==> config.mk <==
export PLATFORM = sky130hd
export DESIGN_NAME = core_config_capability_regs
export DESIGN_NICKNAME = d
export VERILOG_FILES = /design/src/cfg_pkg.sv /design/src/core_config_capability_regs.sv /design/src/watch_defer.sv /design/src/enable_mask.sv
export SDC_FILE = /design/constraint.sdc
export NUM_CORES = 1
export LEC_CHECK = 0
export BUFFER_PORTS_ARGS = -buffer_cell sky130_fd_sc_hd__buf_2
export CAP_MARGIN = 20
export CELL_PAD_IN_SITES_DETAIL_PLACEMENT = 1
export CELL_PAD_IN_SITES_GLOBAL_PLACEMENT = 1
export CORE_MARGIN = 4
export CORE_UTILIZATION = 33
export DETAILED_ROUTE_END_ITERATION = 16
export PLACE_DENSITY_LB_ADDON = 0.1
export SYNTH_ARGS = -nofsm -noshare
export SYNTH_HDL_FRONTEND = slang
export SYNTH_HIERARCHICAL = 1
export SYNTH_SLANG_ARGS = --single-unit
==> constraint.sdc <==
create_clock -name clk -period 1.63 [get_ports clk]
set_clock_uncertainty 0.05 [all_clocks]
set_input_delay 0.163 -clock clk [delete_from_list [all_inputs] [get_ports clk]]
set_output_delay 0.163 -clock clk [all_outputs]
set_load 0.005 [all_outputs]
==> src/cfg_pkg.sv <==
// package: constants and types for the core configuration register bank
package cfg_pkg;

  // register numbers and selects on the system-control move port
  localparam logic [4:0] reg_num_config  = 5'h10;
  localparam logic [4:0] reg_num_linked_load_address  = 5'h11;
  localparam logic [4:0] reg_num_watch_address_low = 5'h12;
  localparam logic [2:0] sel_main        = 3'h0;
  localparam logic [2:0] sel_capability  = 3'h1;

  // main configuration field positions
  localparam int cfg_more_bit   = 31;
  localparam int cfg_order_bit  = 15;
  localparam int cfg_at_lsb     = 13;
  localparam int cfg_ar_lsb     = 10;
  localparam int cfg_mt_lsb     = 7;
  localparam int cfg_k0_lsb     = 0;
  localparam logic [2:0] k0_uncached = 3'h2;

  // capability field positions
  localparam int cap_tlb_lsb = 25;
  localparam int cap_is_lsb  = 22;
  localparam int cap_il_lsb  = 19;
  localparam int cap_ia_lsb  = 16;
  localparam int cap_ds_lsb  = 13;
  localparam int cap_dl_lsb  = 10;
  localparam int cap_da_lsb  = 7;
  localparam int cap_pc_bit  = 4;
  localparam int cap_wr_bit  = 3;
  localparam int cap_ca_bit  = 2;
  localparam int cap_ep_bit  = 1;
  localparam int cap_fp_bit  = 0;

  // watch enable positions
  localparam int wl_fetch_bit = 2;
  localparam int wl_load_bit  = 1;
  localparam int wl_store_bit = 0;

  localparam logic [2:0] mmu_none = 3'h0;

  // coprocessor move request
  typedef struct packed {
    logic        wr;
    logic        rd;
    logic [4:0]  num;
    logic [2:0]  sel;
    logic [63:0] wdata;
  } move_req_t;

  // watch deferral states, one-hot encoded
  typedef enum logic [1:0] {
    watch_idle     = 2'b01,
    watch_deferred = 2'b10
  } watch_state_t;

endpackage : cfg_pkg

==> src/core_config_capability_regs.sv <==
// core configuration, capability and linked-load address registers
`timescale 1ns/10ps
module core_config_capability_regs #(
  parameter logic [1:0] ARCH_TYPE      = 2'h2,
  parameter logic [2:0] ARCH_REVISION  = 3'h0,
  parameter logic [2:0] MMU_KIND       = 3'h1,
  parameter logic [5:0] TLB_MINUS_ONE  = 6'h1f,
  parameter logic [2:0] ICACHE_SETS    = 3'h2,
  parameter logic [2:0] ICACHE_LINE    = 3'h4,
  parameter logic [2:0] ICACHE_WAYS    = 3'h1,
  parameter logic [2:0] DCACHE_SETS    = 3'h2,
  parameter logic [2:0] DCACHE_LINE    = 3'h4,
  parameter logic [2:0] DCACHE_WAYS    = 3'h1,
  parameter logic       HAS_PERF       = 1'b0,
  parameter logic       HAS_WATCH      = 1'b1,
  parameter logic       HAS_COMPRESSED = 1'b0,
  parameter logic       HAS_DEBUG_PORT = 1'b0,
  parameter logic       HAS_FLOAT      = 1'b1,
  parameter logic [2:0] WATCH_IMPL     = 3'h3
) (
  // clock and reset
  input  wire logic              clk,
  input  wire logic              resetn,
  // external strap
  input  wire logic              byte_order_flag,
  // coprocessor moves
  input  wire cfg_pkg::move_req_t move_req,
  output logic [63:0]            move_rdata,
  // linked load capture
  input  wire logic              ll_valid,
  input  wire logic [63:0]       ll_paddr,
  // watch exception handling
  input  wire logic              watch_hit,
  input  wire logic              exception_level_bit,
  input  wire logic              error_level_bit,
  input  wire logic              deferred_clear,
  output logic                   watch_exception,
  output logic                   deferred_flag,
  // coherency out to cache logic
  output logic [2:0]             kernel_segment_coherency
);
  logic [2:0]  k0_next;
  logic [63:0] linked_load_address_reg, linked_load_address_next;
  logic [63:0] rdata_next;
  logic        order_reg;
  logic [31:0] main_word;
  logic [31:0] cap_word;
  logic [2:0]  watch_en;
  logic        watch_we;
  logic        exc_int;
  logic        defer_int;
  logic        defer_reg;

  // ==========================================================
  // read-back words, read-only except the k0 field of the main word
  always_comb
  begin
    main_word = 32'h0;
    main_word[cfg_pkg::cfg_more_bit] = 1'b1;
    main_word[cfg_pkg::cfg_order_bit] = order_reg;
    main_word[cfg_pkg::cfg_at_lsb +: 2] = ARCH_TYPE;
    main_word[cfg_pkg::cfg_ar_lsb +: 3] = ARCH_REVISION;
    main_word[cfg_pkg::cfg_mt_lsb +: 3] = MMU_KIND;
    main_word[cfg_pkg::cfg_k0_lsb +: 3] = kernel_segment_coherency;
  end

  always_comb
  begin
    cap_word = 32'h0;
    cap_word[cfg_pkg::cap_tlb_lsb +: 6] =
      (MMU_KIND == cfg_pkg::mmu_none) ? 6'h0 : TLB_MINUS_ONE;
    cap_word[cfg_pkg::cap_is_lsb +: 3] = ICACHE_SETS;
    cap_word[cfg_pkg::cap_ds_lsb +: 3] = DCACHE_SETS;
    cap_word[cfg_pkg::cap_il_lsb +: 3] = ICACHE_LINE;
    cap_word[cfg_pkg::cap_dl_lsb +: 3] = DCACHE_LINE;
    cap_word[cfg_pkg::cap_ia_lsb +: 3] = ICACHE_WAYS;
    cap_word[cfg_pkg::cap_da_lsb +: 3] = DCACHE_WAYS;
    cap_word[cfg_pkg::cap_pc_bit] = HAS_PERF;
    cap_word[cfg_pkg::cap_wr_bit] = HAS_WATCH;
    cap_word[cfg_pkg::cap_ca_bit] = HAS_COMPRESSED;
    cap_word[cfg_pkg::cap_ep_bit] = HAS_DEBUG_PORT;
    cap_word[cfg_pkg::cap_fp_bit] = HAS_FLOAT;
  end

  // ==========================================================
  // writes and capture
  always_comb
  begin
    k0_next = kernel_segment_coherency;
    if (move_req.wr && move_req.num == cfg_pkg::reg_num_config &&
        move_req.sel == cfg_pkg::sel_main)
      k0_next = move_req.wdata[cfg_pkg::cfg_k0_lsb +: 3];
    linked_load_address_next = linked_load_address_reg;
    if (ll_valid)
      linked_load_address_next = ll_paddr;
  end

  assign watch_we = move_req.wr && HAS_WATCH &&
                    move_req.num == cfg_pkg::reg_num_watch_address_low;

  // ==========================================================
  // read mux
  always_comb
  begin
    rdata_next = 64'h0;
    if (move_req.rd)
    begin
      case (move_req.num)
        cfg_pkg::reg_num_config:
        begin
          if (move_req.sel == cfg_pkg::sel_main)
            rdata_next = {32'h0, main_word};
          else if (move_req.sel == cfg_pkg::sel_capability)
            rdata_next = {32'h0, cap_word};
          else
            rdata_next = 64'h0;
        end
        cfg_pkg::reg_num_linked_load_address: rdata_next = linked_load_address_reg;
        cfg_pkg::reg_num_watch_address_low:
          rdata_next = {61'h0, watch_en};
        default: rdata_next = 64'h0;
      endcase
    end
  end

  // ==========================================================
  // registers
  always_ff @(posedge clk)
  begin
    if (!resetn)
    begin
      kernel_segment_coherency <= cfg_pkg::k0_uncached;
      linked_load_address_reg               <= 64'h0;
      move_rdata               <= 64'h0;
      order_reg                <= 1'b0;
      watch_exception          <= 1'b0;
      defer_reg                <= 1'b0;
    end
    else
    begin
      kernel_segment_coherency <= k0_next;
      linked_load_address_reg               <= linked_load_address_next;
      move_rdata               <= rdata_next;
      order_reg                <= byte_order_flag;
      watch_exception          <= exc_int;
      defer_reg                <= defer_int;
    end
  end

  assign deferred_flag = defer_reg;

  // ==========================================================
  // watch enables and deferral
  enable_mask #(
    .IMPL (WATCH_IMPL)
  ) u_enables (
    .clk     (clk),
    .resetn  (resetn),
    .we      (watch_we),
    .wdata   (move_req.wdata[cfg_pkg::wl_store_bit +: 3]),
    .enables (watch_en)
  );

  watch_defer u_defer (
    .clk                 (clk),
    .resetn              (resetn),
    .watch_hit           (watch_hit & HAS_WATCH),
    .exception_level_bit (exception_level_bit),
    .error_level_bit     (error_level_bit),
    .deferred_clear      (deferred_clear),
    .watch_exception     (exc_int),
    .deferred_flag       (defer_int)
  );
endmodule : core_config_capability_regs

==> src/watch_defer.sv <==
// deferral of watch exceptions while exception or error level is set
`timescale 1ns/10ps
module watch_defer (
  // clock and reset
  input  wire logic clk,
  input  wire logic resetn,
  // status
  input  wire logic watch_hit,
  input  wire logic exception_level_bit,
  input  wire logic error_level_bit,
  input  wire logic deferred_clear,
  // results
  output logic      watch_exception,
  output logic      deferred_flag
);
  cfg_pkg::watch_state_t state_reg, state_next;
  logic exc_next;
  logic blocked;

  // ==========================================================
  // next state
  always_comb
  begin
    blocked   = exception_level_bit | error_level_bit;
    state_next = state_reg;
    exc_next   = 1'b0;
    case (state_reg)
      cfg_pkg::watch_idle:
      begin
        if (watch_hit && !blocked)
          exc_next = 1'b1;
        else if (watch_hit)
          state_next = cfg_pkg::watch_deferred;
      end
      cfg_pkg::watch_deferred:
      begin
        if (!blocked)
        begin
          exc_next   = 1'b1;
          state_next = cfg_pkg::watch_idle;
        end
        else if (deferred_clear && !watch_hit)
          state_next = cfg_pkg::watch_idle;
      end
      default: state_next = cfg_pkg::watch_idle;
    endcase
  end

  // ==========================================================
  // registers
  always_ff @(posedge clk)
  begin
    if (!resetn)
    begin
      state_reg       <= cfg_pkg::watch_idle;
      watch_exception <= 1'b0;
    end
    else
    begin
      state_reg       <= state_next;
      watch_exception <= exc_next;
    end
  end

  assign deferred_flag = (state_reg == cfg_pkg::watch_deferred);
endmodule : watch_defer

==> src/enable_mask.sv <==
// watch enable bits that keep only implemented reference types
`timescale 1ns/10ps
module enable_mask #(
  parameter logic [2:0] IMPL = 3'h7
) (
  // clock and reset
  input  wire logic       clk,
  input  wire logic       resetn,
  // write side
  input  wire logic       we,
  input  wire logic [2:0] wdata,
  // read side
  output logic [2:0]      enables
);
  logic [2:0] en_next;

  always_comb
  begin
    en_next = enables;
    if (we)
      en_next = wdata & IMPL;
  end

  always_ff @(posedge clk)
  begin
    if (!resetn)
      enables <= 3'h0;
    else
      enables <= en_next;
  end
endmodule : enable_mask

Yosys cells after proc, flatten, opt, wreduce, memory -nomap -nowiden
Index checks and enable logic that the tools add are counted.
W data, S select, Z words.
{"block": "totals", "ff_bits": 139, "input_bits": 146, "out_inout_bits": 69, "word_cells": 40}
{"block": "classes", "eq_ne": 9, "muxes": 11, "bitwise": 1, "reduce_logical": 10}
{"cell": "$pmux W64 S3", "count": 1}
{"cell": "$mux W32", "count": 1}
{"cell": "$mux W30", "count": 1}
{"cell": "$eq A5 B5 Y1 const B", "count": 3}
{"cell": "$mux W2", "count": 4}
{"cell": "$logic_and A1 B1 Y1", "count": 5}
{"cell": "$ne A2 B2 Y1 const B", "count": 2}
{"cell": "$pmux W2 S2", "count": 1}
{"cell": "$eq A3 B1 Y1 const B", "count": 1}
{"cell": "$logic_not A3 Y1", "count": 1}
{"cell": "$ne A3 B3 Y1 const B", "count": 1}
{"cell": "$reduce_and A3 Y1", "count": 1}
{"cell": "$eq A2 B1 Y1 const B", "count": 1}
{"cell": "$eq A2 B2 Y1 const B", "count": 1}
{"cell": "$logic_not A1 Y1", "count": 2}
{"cell": "$mux W1", "count": 2}
{"cell": "$pmux W1 S2", "count": 1}
{"cell": "$reduce_and A2 Y1", "count": 1}
{"cell": "$or A1 B1 Y1", "count": 1}

Longest topological paths before layout
Gate-level depths: netlist (run 1).
{"block": "depth", "depth_word": 5, "mapped_depth": 6, "ltp_nobuf": 5}

By module
Netlist (run 1), hierarchy kept.
{"module": "core_config_capability_regs", "instances": 1, "cells_per_inst": 395, "area_each_um2": 4539.4, "seq_area_each_um2": 2682.6}
{"module": "watch_defer", "instances": 1, "cells_per_inst": 17, "area_each_um2": 160.2, "seq_area_each_um2": 60.1}
{"module": "enable_mask", "instances": 1, "cells_per_inst": 8, "area_each_um2": 83.8, "seq_area_each_um2": 40.0}

Least setup slack after synthesis (run 1)
OpenSTA, ideal clock, no wires.
{"block": "synth_timing", "path_type": "in2reg", "start": "input port move_req[68] in the netlist's numbering", "end": "register kernel_segment_coherency[0]", "setup_ns": 0.072, "arrival_ns": 1.087, "required_ns": 1.508, "slack_ns": 0.422, "stages": 4, "n_path_buf": 1, "path_cell_list": "nor4_4 -> and4_1 -> buf_4 -> mux2i_1"}
{"block": "synth_via", "elab_chain_cells": 3}
{"element": "start, declared", "line": "core_config_capability_regs.sv:27", "source": "input wire cfg_pkg::move_req_t move_req,"}
{"element": "$eq A5 B5 Y1", "line": "core_config_capability_regs.sv:90", "source": "if (move_req.wr && move_req.num == cfg_pkg::reg_num_config &&"}
{"element": "$logic_and A1 B1 Y1 (2 in series)", "line": "core_config_capability_regs.sv:90"}
{"element": "end signal, assigned", "line": "core_config_capability_regs.sv:132", "source": "kernel_segment_coherency <= cfg_pkg::k0_uncached;"}
{"element": "end signal, assigned", "line": "core_config_capability_regs.sv:141", "source": "kernel_segment_coherency <= k0_next;"}
{"element": "end, declared", "line": "core_config_capability_regs.sv:40", "source": "output logic [2:0] kernel_segment_coherency"}
Every way passes these cells.
A chain may end at the register's enable or synchronous reset.

Worst setup path after layout (run 1)
{"block": "layout_timing", "start": "register u_defer.state_reg[0]", "end": "register u_defer.state_reg[0]"}
{"block": "layout_via", "elab_chain_cells": 3, "word_cells_on_any_way": 7, "cone_classes": "5 x eq/ne; 1 x mux; 1 x reduce/logical"}
{"element": "start, declared", "line": "watch_defer.sv:16", "source": "cfg_pkg::watch_state_t state_reg, state_next;"}
{"element": "start signal, assigned", "line": "watch_defer.sv:55", "source": "state_reg <= cfg_pkg::watch_idle;"}
{"element": "start signal, assigned", "line": "watch_defer.sv:60", "source": "state_reg <= state_next;"}
{"element": "$eq A2 B2 Y1 (*)"}
{"element": "net defer_int", "line": "core_config_capability_regs.sv:51", "source": "logic defer_int;"}
{"element": "$ne A3 B3 Y1 (no source line)"}
{"element": "$reduce_and A3 Y1 (no source line)"}
Mark *: on every way through the listed nets, which the timed path passes. The rest lies on a longest branch.

==> run_results.csv, run 1 <==
group,metric,value,unit
clock_tree,clock_insertion_delay_worst_skew,0.41,ns
critical_path,worst_reg2reg_startpoint,"u_defer/state_reg[0]",
clock_tree,cts_tree,"built",
sta,slew_violations,0,
cells_and_area,area.growth.synth_to_final,46.8,%
clock_tree,cts-root-to-sink-buffers,2,
critical_path,worstSetupStartpoint,"u_defer/state_reg[0]",
synth,ys_seq_elements,139,
placement,dp_worst_setup_slack,0.178,ns
critical_path,critical-path-top-delay-family,"compound AO/OA/AOI/OAI gates",
clock_tree,cts_made_buffers,17,
synth,synth.cells.most_frequent,"139 x sky130_fd_sc_hd__dfxtp_1, 71 x sky130_fd_sc_hd__nor2b_1, 69 x sky130_fd_sc_hd__mux2i_1, 50 x sky130_fd_sc_hd__and2_1, 15 x sky130_fd_sc_hd__a21oi_1",
critical_path,worst_ep_arrival_time,1.48,ns
synth,syn_nets,568,
grt,antenna_found_initial,0,
synth,synth_most_common_cell,"sky130_fd_sc_hd__dfxtp_1",
critical_path,worst_path_max_delay_cell,"sky130_fd_sc_hd__dfxtp_1",
clock_tree,clock_pin_slew_worst_setup_and_hold_paths,0.06,ns
clock_tree,cts_setup_buffers,0,
cells_and_area,fin_nets,788,
route,route.final.wire_length,12.4,mm
placement,placed_cell_area,5740,µm²
synth,synth.top_cells.by_area,"sky130_fd_sc_hd__dfxtp_1 58%, sky130_fd_sc_hd__mux2i_1 14%, sky130_fd_sc_hd__nor2b_1 9.3%",
pwr,power_density,1170,nW/µm²
synth,synth.yosys.warnings,6,
synth,netlist.top_cell.by_area,"sky130_fd_sc_hd__dfxtp_1",
floorplanning,start_util,34.1,%
sta,hold_viol,0,
clock_tree,clk_root_buffer_cell,"sky130_fd_sc_hd__clkbuf_16",
sta,grt_setup_unrepaired,"false",
floorplanning,die_width,128,µm
critical_path,category_of_the_most_critical_setup_path,"flip-flop to flip-flop",
cells_and_area,fillerInstances,1535,
clock_tree,tritoncts_num_sinks,139,
critical_path,worstPathRequired,1.86,ns
grt,first_global_vias,4002,
route,firstDrtPassIters,4,
clock_tree,htree_levels,4,
critical_path,crit_path_start_kind,"flip-flop",
floorplanning,io_pins,215,
synth,postSynth.asyncResetShare,0,%
outcome,outcome,"finished clean",
critical_path,cells_along_the_critical_path,"inv_1 > ha_1 > nand2_1 > o31ai_2 > o21ai_0",
floorplanning,design.die.area,16500,µm²
sta,fmax,803,MHz
sta,fin_tns_setup,0,ns
placement,portBuffers,153,
grt,grt_pass1_wl,20.2,mm
sta,setup_viol,0,
synth,sequential_cell_area_fraction_in_the_yosys_report,58.2,%
cells_and_area,antenna_cells,0,
sta,fin_crit,1.24,ns
critical_path,critPathBufInv,1,
cells_and_area,utilization,50.0,%
job,drv_cap,0,
hold_path,worstHoldPathType,"input port to flip-flop",
cells_and_area,layout_cell_share_with_drive_strength_beyond_1,30.8,%
grt,grt_overflow,0,
route,routed_wire_length_per_instance,14.9,µm
synth,synth_area,4780,µm²
pwr,total_power,8.25,mW
floorplanning,core_region_area,14000,µm²
route,detailedRoute.firstIterationViolations,59,
sta,timing.final.crit_share,76.4,%
pwr,p_leak,3.25,nW
hold_path,hold_path_origin,"ll_paddr[32]",
route,final_antenna_net_count,0,
route,post_drt_via_cell_ratio,4.48,
synth,synth.top_cell.area_share,58.2,%
floorplanning,core.rowCount,43,
cells_and_area,post-route-cell-area,7020,µm²
sta,setup_ws,0.385,ns
placement,final_weighted_congestion_in_routability_driven_placement,0.786,
route,vias,3736,
critical_path,critical_path.endpoint_type,"flip-flop",
grt,grt_start_max_net_pins,48,
pwr,ir_worst_vdd,0.000683,V
synth,synth_area_per_cell,11.4,µm²
cells_and_area,layout.cells.non_filler,833,
synth,synth.lib_cells_used.distinct,30,
critical_path,timing.critical_path.fanout_max,4,
synth,synth_flop_cell,"sky130_fd_sc_hd__dfxtp_1",
grt,track_usage,15.7,%
placement,dpl_cells,737,
synth,synthesis.instances,420,
floorplanning,height_of_the_die,128,µm
sta,hold_slack,0.0163,ns
route,drc_errors,0,
placement,estimated_wirelength_of_the_detail_placed_design,8.08,mm
synth,number_of_synthesized_flops_with_an_enable_pin,0,
critical_path,max_stage_delay,0.32,ns
-- cell families (layout without fill, tap and decap cells) --
kind of cell / after synthesis / in the layout / synth area share [%]
AND/OR/NAND/NOR: 155 / 155 / 20.3
flip-flops: 139 / 139 / 58.2
multiplexers: 69 / 69 / 14.4
buffers and inverters: 29 / 262 / 3.37
AO/OA/AOI/OAI: 25 / 25 / 3.11
adder cells (fa/ha/maj): 2 / 2 / 0.523
other: 1 / 1 / 0.0784
-- placed cells by master (no fill, tap or decap), types with 2 or more instances in the layout --
cell type,count
sky130_fd_sc_hd__a21oi_1,15
sky130_fd_sc_hd__a22oi_1,3
sky130_fd_sc_hd__a31oi_1,2
sky130_fd_sc_hd__and2_1,50
sky130_fd_sc_hd__and4_1,2
sky130_fd_sc_hd__buf_12,3
sky130_fd_sc_hd__buf_2,152
sky130_fd_sc_hd__buf_4,8
sky130_fd_sc_hd__bufinv_16,4
sky130_fd_sc_hd__clkbuf_16,17
sky130_fd_sc_hd__clkbuf_8,4
sky130_fd_sc_hd__clkinv_2,4
sky130_fd_sc_hd__clkinvlp_4,2
sky130_fd_sc_hd__dfxtp_1,139
sky130_fd_sc_hd__dlygate4sd3_1,64
sky130_fd_sc_hd__ha_1,2
sky130_fd_sc_hd__inv_1,3
sky130_fd_sc_hd__mux2i_1,69
sky130_fd_sc_hd__nand2_1,7
sky130_fd_sc_hd__nand3_1,14
sky130_fd_sc_hd__nor2_1,4
sky130_fd_sc_hd__nor2b_1,71
sky130_fd_sc_hd__o21ai_0,2
-- worst register-to-register path, delay by kind of cell, from the launching register on --
kind,cells,cell delay [ns]
AO/OA/AOI/OAI,2,0.37
AND/OR/NAND/NOR,1,0.08
buffers and inverters,1,0.08
flip-flops,1,0.32
adder cells (fa/ha/maj),1,0.22
-- layer usage --
layer	vias up	GRT usage (%)	routed length, µm
met2	109	27.0	6250
met3	19	5.65	861
met5	-	0	0
met4	0	5.56	214
li1	1827	-	-
met1	1781	18.0	5100
-- where the power goes --
part / internal, mW / switching [mW] / total, mW
sequential: 3.50 / 0.0483 / 3.55
combinational: 0.337 / 0.236 / 0.573
clock: 2.72 / 1.41 / 4.13
total: 6.56 / 1.69 / 8.25
-- path summary, 6_finish.rpt --
check | endpoint | slack, ns | cells past startpoint
max reg2reg | u_defer/state_reg[0] | 0.39 | 5
max | u_defer/state_reg[0] | 0.39 | 5
min | linked_load_address_reg[32] | 0.02 | 3
min reg2reg | watch_exception | 0.39 | 1
-- cell type report --
type                       count  area (µm²)  share of cell area [%]
clock buffer                  21         480                    6.84
clock inverter                11         164                    2.33
inverter                       3        11.3                   0.160
multi-input combinational    252        1840                    26.2
sequential                   139        2780                    39.6
tap                          180         225                    3.21
timing repair buffer         227        1520                    21.7
-- repair_timing --
| action | CTS | global route |
|---|---|---|
| hold buffers | 64 | 0 |
| gates resized for setup | 0 | 0 |
| endpoints found under the hold margin | 64 | 0 |
No activity file was read; power rests on OpenSTA's default activity.
==> run 2, diff against run 1 <==
==> constraint.sdc (replaced) <==
create_clock -name clk -period 1.15 [get_ports clk]
set_clock_uncertainty 0.05 [all_clocks]
set_input_delay 0.115 -clock clk [delete_from_list [all_inputs] [get_ports clk]]
set_output_delay 0.115 -clock clk [all_outputs]
set_load 0.005 [all_outputs]
==> run_results.csv, run 2 (synthesis results as in run 1) <==
group,metric,value,unit
outcome,outcome,"finished clean",
cells_and_area,final_cell_mix,"152 x sky130_fd_sc_hd__buf_2, 137 x sky130_fd_sc_hd__dfxtp_1, 71 x sky130_fd_sc_hd__nor2b_1",
job,drv_cap,0,
pwr,total_power,11.9,mW
grt,grt_start_max_net_pins,48,
critical_path,worstPathRequired,1.38,ns
route,post_drt_via_cell_ratio,4.39,
cells_and_area,mostFrequentLayoutCell,"sky130_fd_sc_hd__buf_2",
clock_tree,cts_tree,"built",
placement,estimated_wirelength_of_the_detail_placed_design,8.08,mm
sta,hold_slack,0.0185,ns
hold_path,worstHoldPathType,"input port to flip-flop",
clock_tree,cts-root-to-sink-buffers,2,
critical_path,critical_path.endpoint_type,"flip-flop",
sta,fmax,889,MHz
clock_tree,clock_insertion_delay_worst_skew,0.41,ns
sta,setup_ws,0.0249,ns
sta,setup_viol,0,
floorplanning,core_region_area,14000,µm²
critical_path,critical-path-top-delay-family,"compound AO/OA/AOI/OAI gates",
cells_and_area,layout_cell_share_with_drive_strength_beyond_1,32.4,%
critical_path,timing.critical_path.fanout_max,4,
cells_and_area,antenna_cells,0,
floorplanning,design.die.area,16500,µm²
cells_and_area,area.growth.synth_to_final,50.3,%
pwr,ir_worst_vdd,0.000823,V
cells_and_area,utilization,51.2,%
clock_tree,clock_pin_slew_worst_setup_and_hold_paths,0.06,ns
grt,antenna_found_initial,0,
clock_tree,clk_root_buffer_cell,"sky130_fd_sc_hd__clkbuf_16",
route,routed_wire_length_per_instance,14.7,µm
grt,grt_pass1_wl,20.1,mm
placement,portBuffers,153,
sta,fin_crit,1.13,ns
pwr,p_leak,3.31,nW
critical_path,cells_along_the_critical_path,"inv_2 > ha_4 > nand2_4 > o31ai_4 > o21ai_1",
route,detailedRoute.firstIterationViolations,89,
grt,first_global_vias,3978,
route,final_antenna_net_count,0,
clock_tree,htree_levels,4,
route,drc_errors,0,
pwr,power_density,1650,nW/µm²
route,route.final.wire_length,12.4,mm
clock_tree,cts_made_buffers,17,
sta,timing.final.crit_share,97.8,%
critical_path,crit_path_start_kind,"flip-flop",
route,vias,3702,
route,firstDrtPassIters,4,
clock_tree,tritoncts_num_sinks,139,
critical_path,worst_ep_arrival_time,1.36,ns
sta,slew_violations,0,
sta,fin_tns_setup,0,ns
grt,grt_overflow,0,
critical_path,category_of_the_most_critical_setup_path,"flip-flop to flip-flop",
floorplanning,start_util,34.1,%
critical_path,critPathBufInv,1,
floorplanning,height_of_the_die,128,µm
floorplanning,die_width,128,µm
critical_path,worst_path_max_delay_cell,"sky130_fd_sc_hd__dfxtp_2",
placement,dp_worst_setup_slack,-0.146,ns
sta,hold_viol,0,
placement,final_weighted_congestion_in_routability_driven_placement,0.755,
floorplanning,core.rowCount,43,
critical_path,max_stage_delay,0.32,ns
floorplanning,io_pins,215,
cells_and_area,fillerInstances,1535,
cells_and_area,fin_nets,799,
grt,track_usage,15.5,%
[run 2: cell count changes in the layout (fill, tap and decap cells not counted), sizes merged]
| cell | before | now |
|---|---|---|
| clkbuf | 21 | 19 |
| clkinv | 4 | 3 |
| inv | 4 | 3 |
| dlygate4sd3 | 64 | 68 |
| bufinv | 4 | 5 |
| buf | 163 | 170 |
| clkinvlp | 2 | 4 |
[run 2: report_power, final]
| group | switching, mW | internal (mW) |
|---|---|---|
| combinational | 0.351 | 0.519 |
| clock | 2.01 | 3.94 |
| sequential | 0.0700 | 4.97 |
[run 2: layout make-up]
| cell class | count | area [µm²] | share of cell area (%) |
|---|---|---|---|
| Clock buffer | 19 | 453 | 6.30 |
| Clock inverter | 12 | 195 | 2.71 |
| Inverter | 3 | 11.3 | 0.157 |
| Multi-Input combinational cell | 252 | 1880 | 26.1 |
| Sequential cell | 139 | 2790 | 38.8 |
| Tap cell | 180 | 225 | 3.13 |
| Timing Repair Buffer | 238 | 1640 | 22.8 |
[run 2: through the flow]
stage	std cells	cell area, µm²
after floorplan	420	4780
after global placement	742	5800
after detailed placement	742	5800
after CTS	842	7150
after global routing	843	7190
final	843	7190
[run 2: per-layer routing]
layer | up-vias | GRT usage, % | part of all wire, %
met4 | 0 | 5.99 | 1.5
met3 | 15 | 4.23 | 5.8
met2 | 100 | 27.1 | 51
met5 | - | 0 | 0
li1 | 1844 | - | -
met1 | 1743 | 18.2 | 42
[run 2: what timing repair did]
action | CTS | global route
endpoints found under the hold margin | 70 | 0
hold buffers | 68 | 0
resized for setup | 4 | 9
endpoints found under the setup margin | 3 | 3
setup buffers | 1 | 1
pin swaps | 1 | 2
[run 2: path summary, 6_finish.rpt]
check | startpoint | end | slack (ns) | cells after the start
setup / recovery | u_defer/state_reg[0] | u_defer/state_reg[0] | 0.02 | 5
setup reg to reg | u_defer/state_reg[0] | u_defer/state_reg[0] | 0.02 | 5
hold / removal | resetn | linked_load_address_reg[0] | 0.02 | 2
hold reg to reg | u_defer/watch_exception | watch_exception | 0.39 | 1
[run 2: worst reg2reg max path, stage by stage (launching register included)]
cell,delay (ns)
sky130_fd_sc_hd__dfxtp_2,0.32
sky130_fd_sc_hd__inv_2,0.07
sky130_fd_sc_hd__ha_4,0.17
sky130_fd_sc_hd__nand2_4,0.05
sky130_fd_sc_hd__o31ai_4,0.23
sky130_fd_sc_hd__o21ai_1,0.11
==> run 3, diff against run 2 <==
--- a/config.mk
+++ b/config.mk
@@ -12,7 +12,7 @@
 export CORE_MARGIN = 4
 export CORE_UTILIZATION = 33
 export DETAILED_ROUTE_END_ITERATION = 16
-export PLACE_DENSITY_LB_ADDON = 0.1
+export PLACE_DENSITY_LB_ADDON = 0.15
 export SYNTH_ARGS = -nofsm -noshare
 export SYNTH_HDL_FRONTEND = slang
 export SYNTH_HIERARCHICAL = 1
==> run_results.csv, run 3 (synthesis results as in run 1) <==
group,metric,value,unit
pwr,seq_power_share,43.9,%
route,final_antenna_net_count,0,
clock_tree,clock_insertion_delay_worst_skew,0.41,ns
floorplanning,core_region_area,14000,µm²
floorplanning,start_util,34.1,%
hold_path,hold_path_origin,"move_req[64]",
route,drc_errors,0,
sta,fin_crit,1.15,ns
critical_path,crit_path_start_kind,"flip-flop",
critical_path,category_of_the_most_critical_setup_path,"flip-flop to flip-flop",
cells_and_area,register_area,2790,µm²
critical_path,rr_endpoint,"u_defer/state_reg[0]",
placement,estimated_wirelength_of_the_detail_placed_design,8.10,mm
floorplanning,design.die.area,16500,µm²
critical_path,worst_ep_arrival_time,1.38,ns
cells_and_area,multi_input_area,1870,µm²
floorplanning,height_of_the_die,128,µm
cells_and_area,mostFrequentLayoutCell,"sky130_fd_sc_hd__buf_2",
outcome,outcome,"finished, violations left",
sta,setup_viol,1,
cells_and_area,layout_cell_share_with_drive_strength_beyond_1,31.8,%
cells_and_area,fillerInstances,1537,
cells_and_area,antenna_cells,0,
floorplanning,io_pins,215,
critical_path,critical-path-top-delay-family,"compound AO/OA/AOI/OAI gates",
sta,timing.final.crit_share,100,%
sta,hold_slack,0.0496,ns
cells_and_area,final_cell_mix,"152 x sky130_fd_sc_hd__buf_2, 137 x sky130_fd_sc_hd__dfxtp_1, 71 x sky130_fd_sc_hd__nor2b_1",
pwr,switching_share,21.1,%
clock_tree,cts_tree,"built",
hold_path,worstHoldPathType,"input port to flip-flop",
pwr,pwr-share-comb,7.5,%
clock_tree,tritoncts_num_sinks,139,
sta,hold_viol,0,
cells_and_area,area.growth.synth_to_final,49.4,%
critical_path,timing.critical_path.fanout_max,4,
pwr,internal_dissipation,9.07,mW
critical_path,max_stage_delay,0.32,ns
pwr,switching_power,2.42,mW
pwr,power_density,1610,nW/µm²
job,drv_cap,0,
route,route.final.wire_length,12.4,mm
floorplanning,core.rowCount,43,
route,firstDrtPassIters,4,
clock_tree,htree_levels,4,
clock_tree,clock_pin_slew_worst_setup_and_hold_paths,0.06,ns
hold_path,whs_path_depth,4,
floorplanning,die_width,128,µm
pwr,p_leak,3.30,nW
pwr,power.clock.fraction,48.7,%
sta,setup_ws,-0.00264,ns
clock_tree,cts_setup_buffers,0,
pwr,total_power,11.5,mW
placement,final_weighted_congestion_in_routability_driven_placement,0.770,
critical_path,worst_reg2reg_startpoint,"u_defer/state_reg[0]",
clock_tree,cts-root-to-sink-buffers,2,
placement,portBuffers,153,
grt,first_global_vias,3926,
pwr,ir_worst_vdd,0.00102,V
route,vias,3701,
route,routed_wire_length_per_instance,14.6,µm
critical_path,timing.reg2reg.setup_slack,-0.003,ns
clock_tree,cts_made_buffers,17,
grt,track_usage,15.2,%
critical_path,worstPathRequired,1.38,ns
route,post_drt_via_cell_ratio,4.39,
critical_path,critPathBufInv,1,
grt,grt_pass1_wl,19.4,mm
grt,grt_start_max_net_pins,65,
clock_tree,clk_root_buffer_cell,"sky130_fd_sc_hd__clkbuf_16",
sta,slew_violations,0,
hold_path,worst_hold_path.endpoint,"move_rdata[1]",
outcome,failing_checks,"setup timing",
sta,fmax,868,MHz
critical_path,critical_path.endpoint_type,"flip-flop",
critical_path,cells_along_the_critical_path,"inv_2 > ha_4 > nand2_2 > o31ai_4 > o21ai_1",
critical_path,worst_path_max_delay_cell,"sky130_fd_sc_hd__dfxtp_2",
grt,grt_overflow,0,
critical_path,worst-r2r-cell-count,5,
cells_and_area,fin_nets,799,
grt,antenna_found_initial,0,
route,detailedRoute.firstIterationViolations,99,
==> run 3: cell types whose count changed in the layout (fill, tap and decap cells not counted), sizes merged <==
cell / delta
dlygate4sd3: +1
bufinv: -2
clkinvlp: -3
inv: +1
buf: -1
clkinv: +2
clkbuf: +3
==> run 3: per-stage QoR <==
step	worst slack (ns)	TNS [ns]	utilization, %	cells	area (µm²)
2_1_floorplan	-0.0105	-0.0314	-	420	4780
3_3_place_gp	-0.140	-6.97	41.4	743	5810
3_5_place_dp	-0.166	-7.75	41.4	743	5810
4_1_cts	0.00679	0	50.7	844	7120
5_1_grt	-0.0572	-0.0832	50.9	844	7150
6_report	-0.00264	-0.00264	50.9	844	7150
==> run 3: how the worst max path moves through the flow <==
| stage | to | slack [ns] | cells after the start | startpoint |
|---|---|---|---|---|
| global placement | move_rdata[9] | -0.14 | 5 | move_req[70] |
| CTS | u_defer/state_reg[0] | 0.007 | 5 | u_defer/state_reg[0] |
| finish | u_defer/state_reg[0] | -0.003 | 5 | u_defer/state_reg[0] |
| global route | u_defer/state_reg[0] | -0.06 | 5 | u_defer/state_reg[0] |
| detailed placement | u_enables/enables[0] | -0.17 | 6 | move_req[70] |
| floorplan | kernel_segment_coherency[0] | -0.01 | 4 | move_req[68] |
==> run 3: what timing repair did <==
action	CTS	global route
resized for setup	3	7
pin swaps	1	2
hold buffers	69	0
endpoints found under the setup margin	3	3
endpoints found under the hold margin	70	0
==> run 3: worst register-to-register path, stage by stage, from the launching register on <==
cell	delay, ns
sky130_fd_sc_hd__dfxtp_2	0.32
sky130_fd_sc_hd__inv_2	0.08
sky130_fd_sc_hd__ha_4	0.15
sky130_fd_sc_hd__nand2_2	0.07
sky130_fd_sc_hd__o31ai_4	0.24
sky130_fd_sc_hd__o21ai_1	0.11
==> run 3: routing by layer <==
layer / vias to the layer above / share of wire [%] / track usage [%]
li1: 1847 / - / -
met1: 1734 / 42 / 17.4
met2: 104 / 50 / 26.4
met3: 16 / 6.3 / 5.44
met4: 0 / 1.3 / 4.87
met5: - / 0 / 0
==> run 3: cell type report <==
| cell class | instances | share of cell area, % |
|---|---|---|
| clock buffer | 22 | 6.64 |
| clock inverter | 10 | 1.94 |
| inverter | 3 | 0.158 |
| multi-input combinational | 252 | 26.1 |
| sequential | 139 | 39.0 |
| tap | 180 | 3.15 |
| timing repair buffer | 238 | 23.0 |
==> run 3: power groups by stage <==
stage	Clock, mW	Combinational (mW)	Sequential, mW
2_1_floorplan	0	0.383	5.12
3_3_place_gp	0	0.650	5.13
3_5_place_dp	0	0.672	5.14
4_1_cts	5.76	0.860	5.04
5_1_grt	5.95	0.948	5.06
6_report	5.59	0.859	5.04
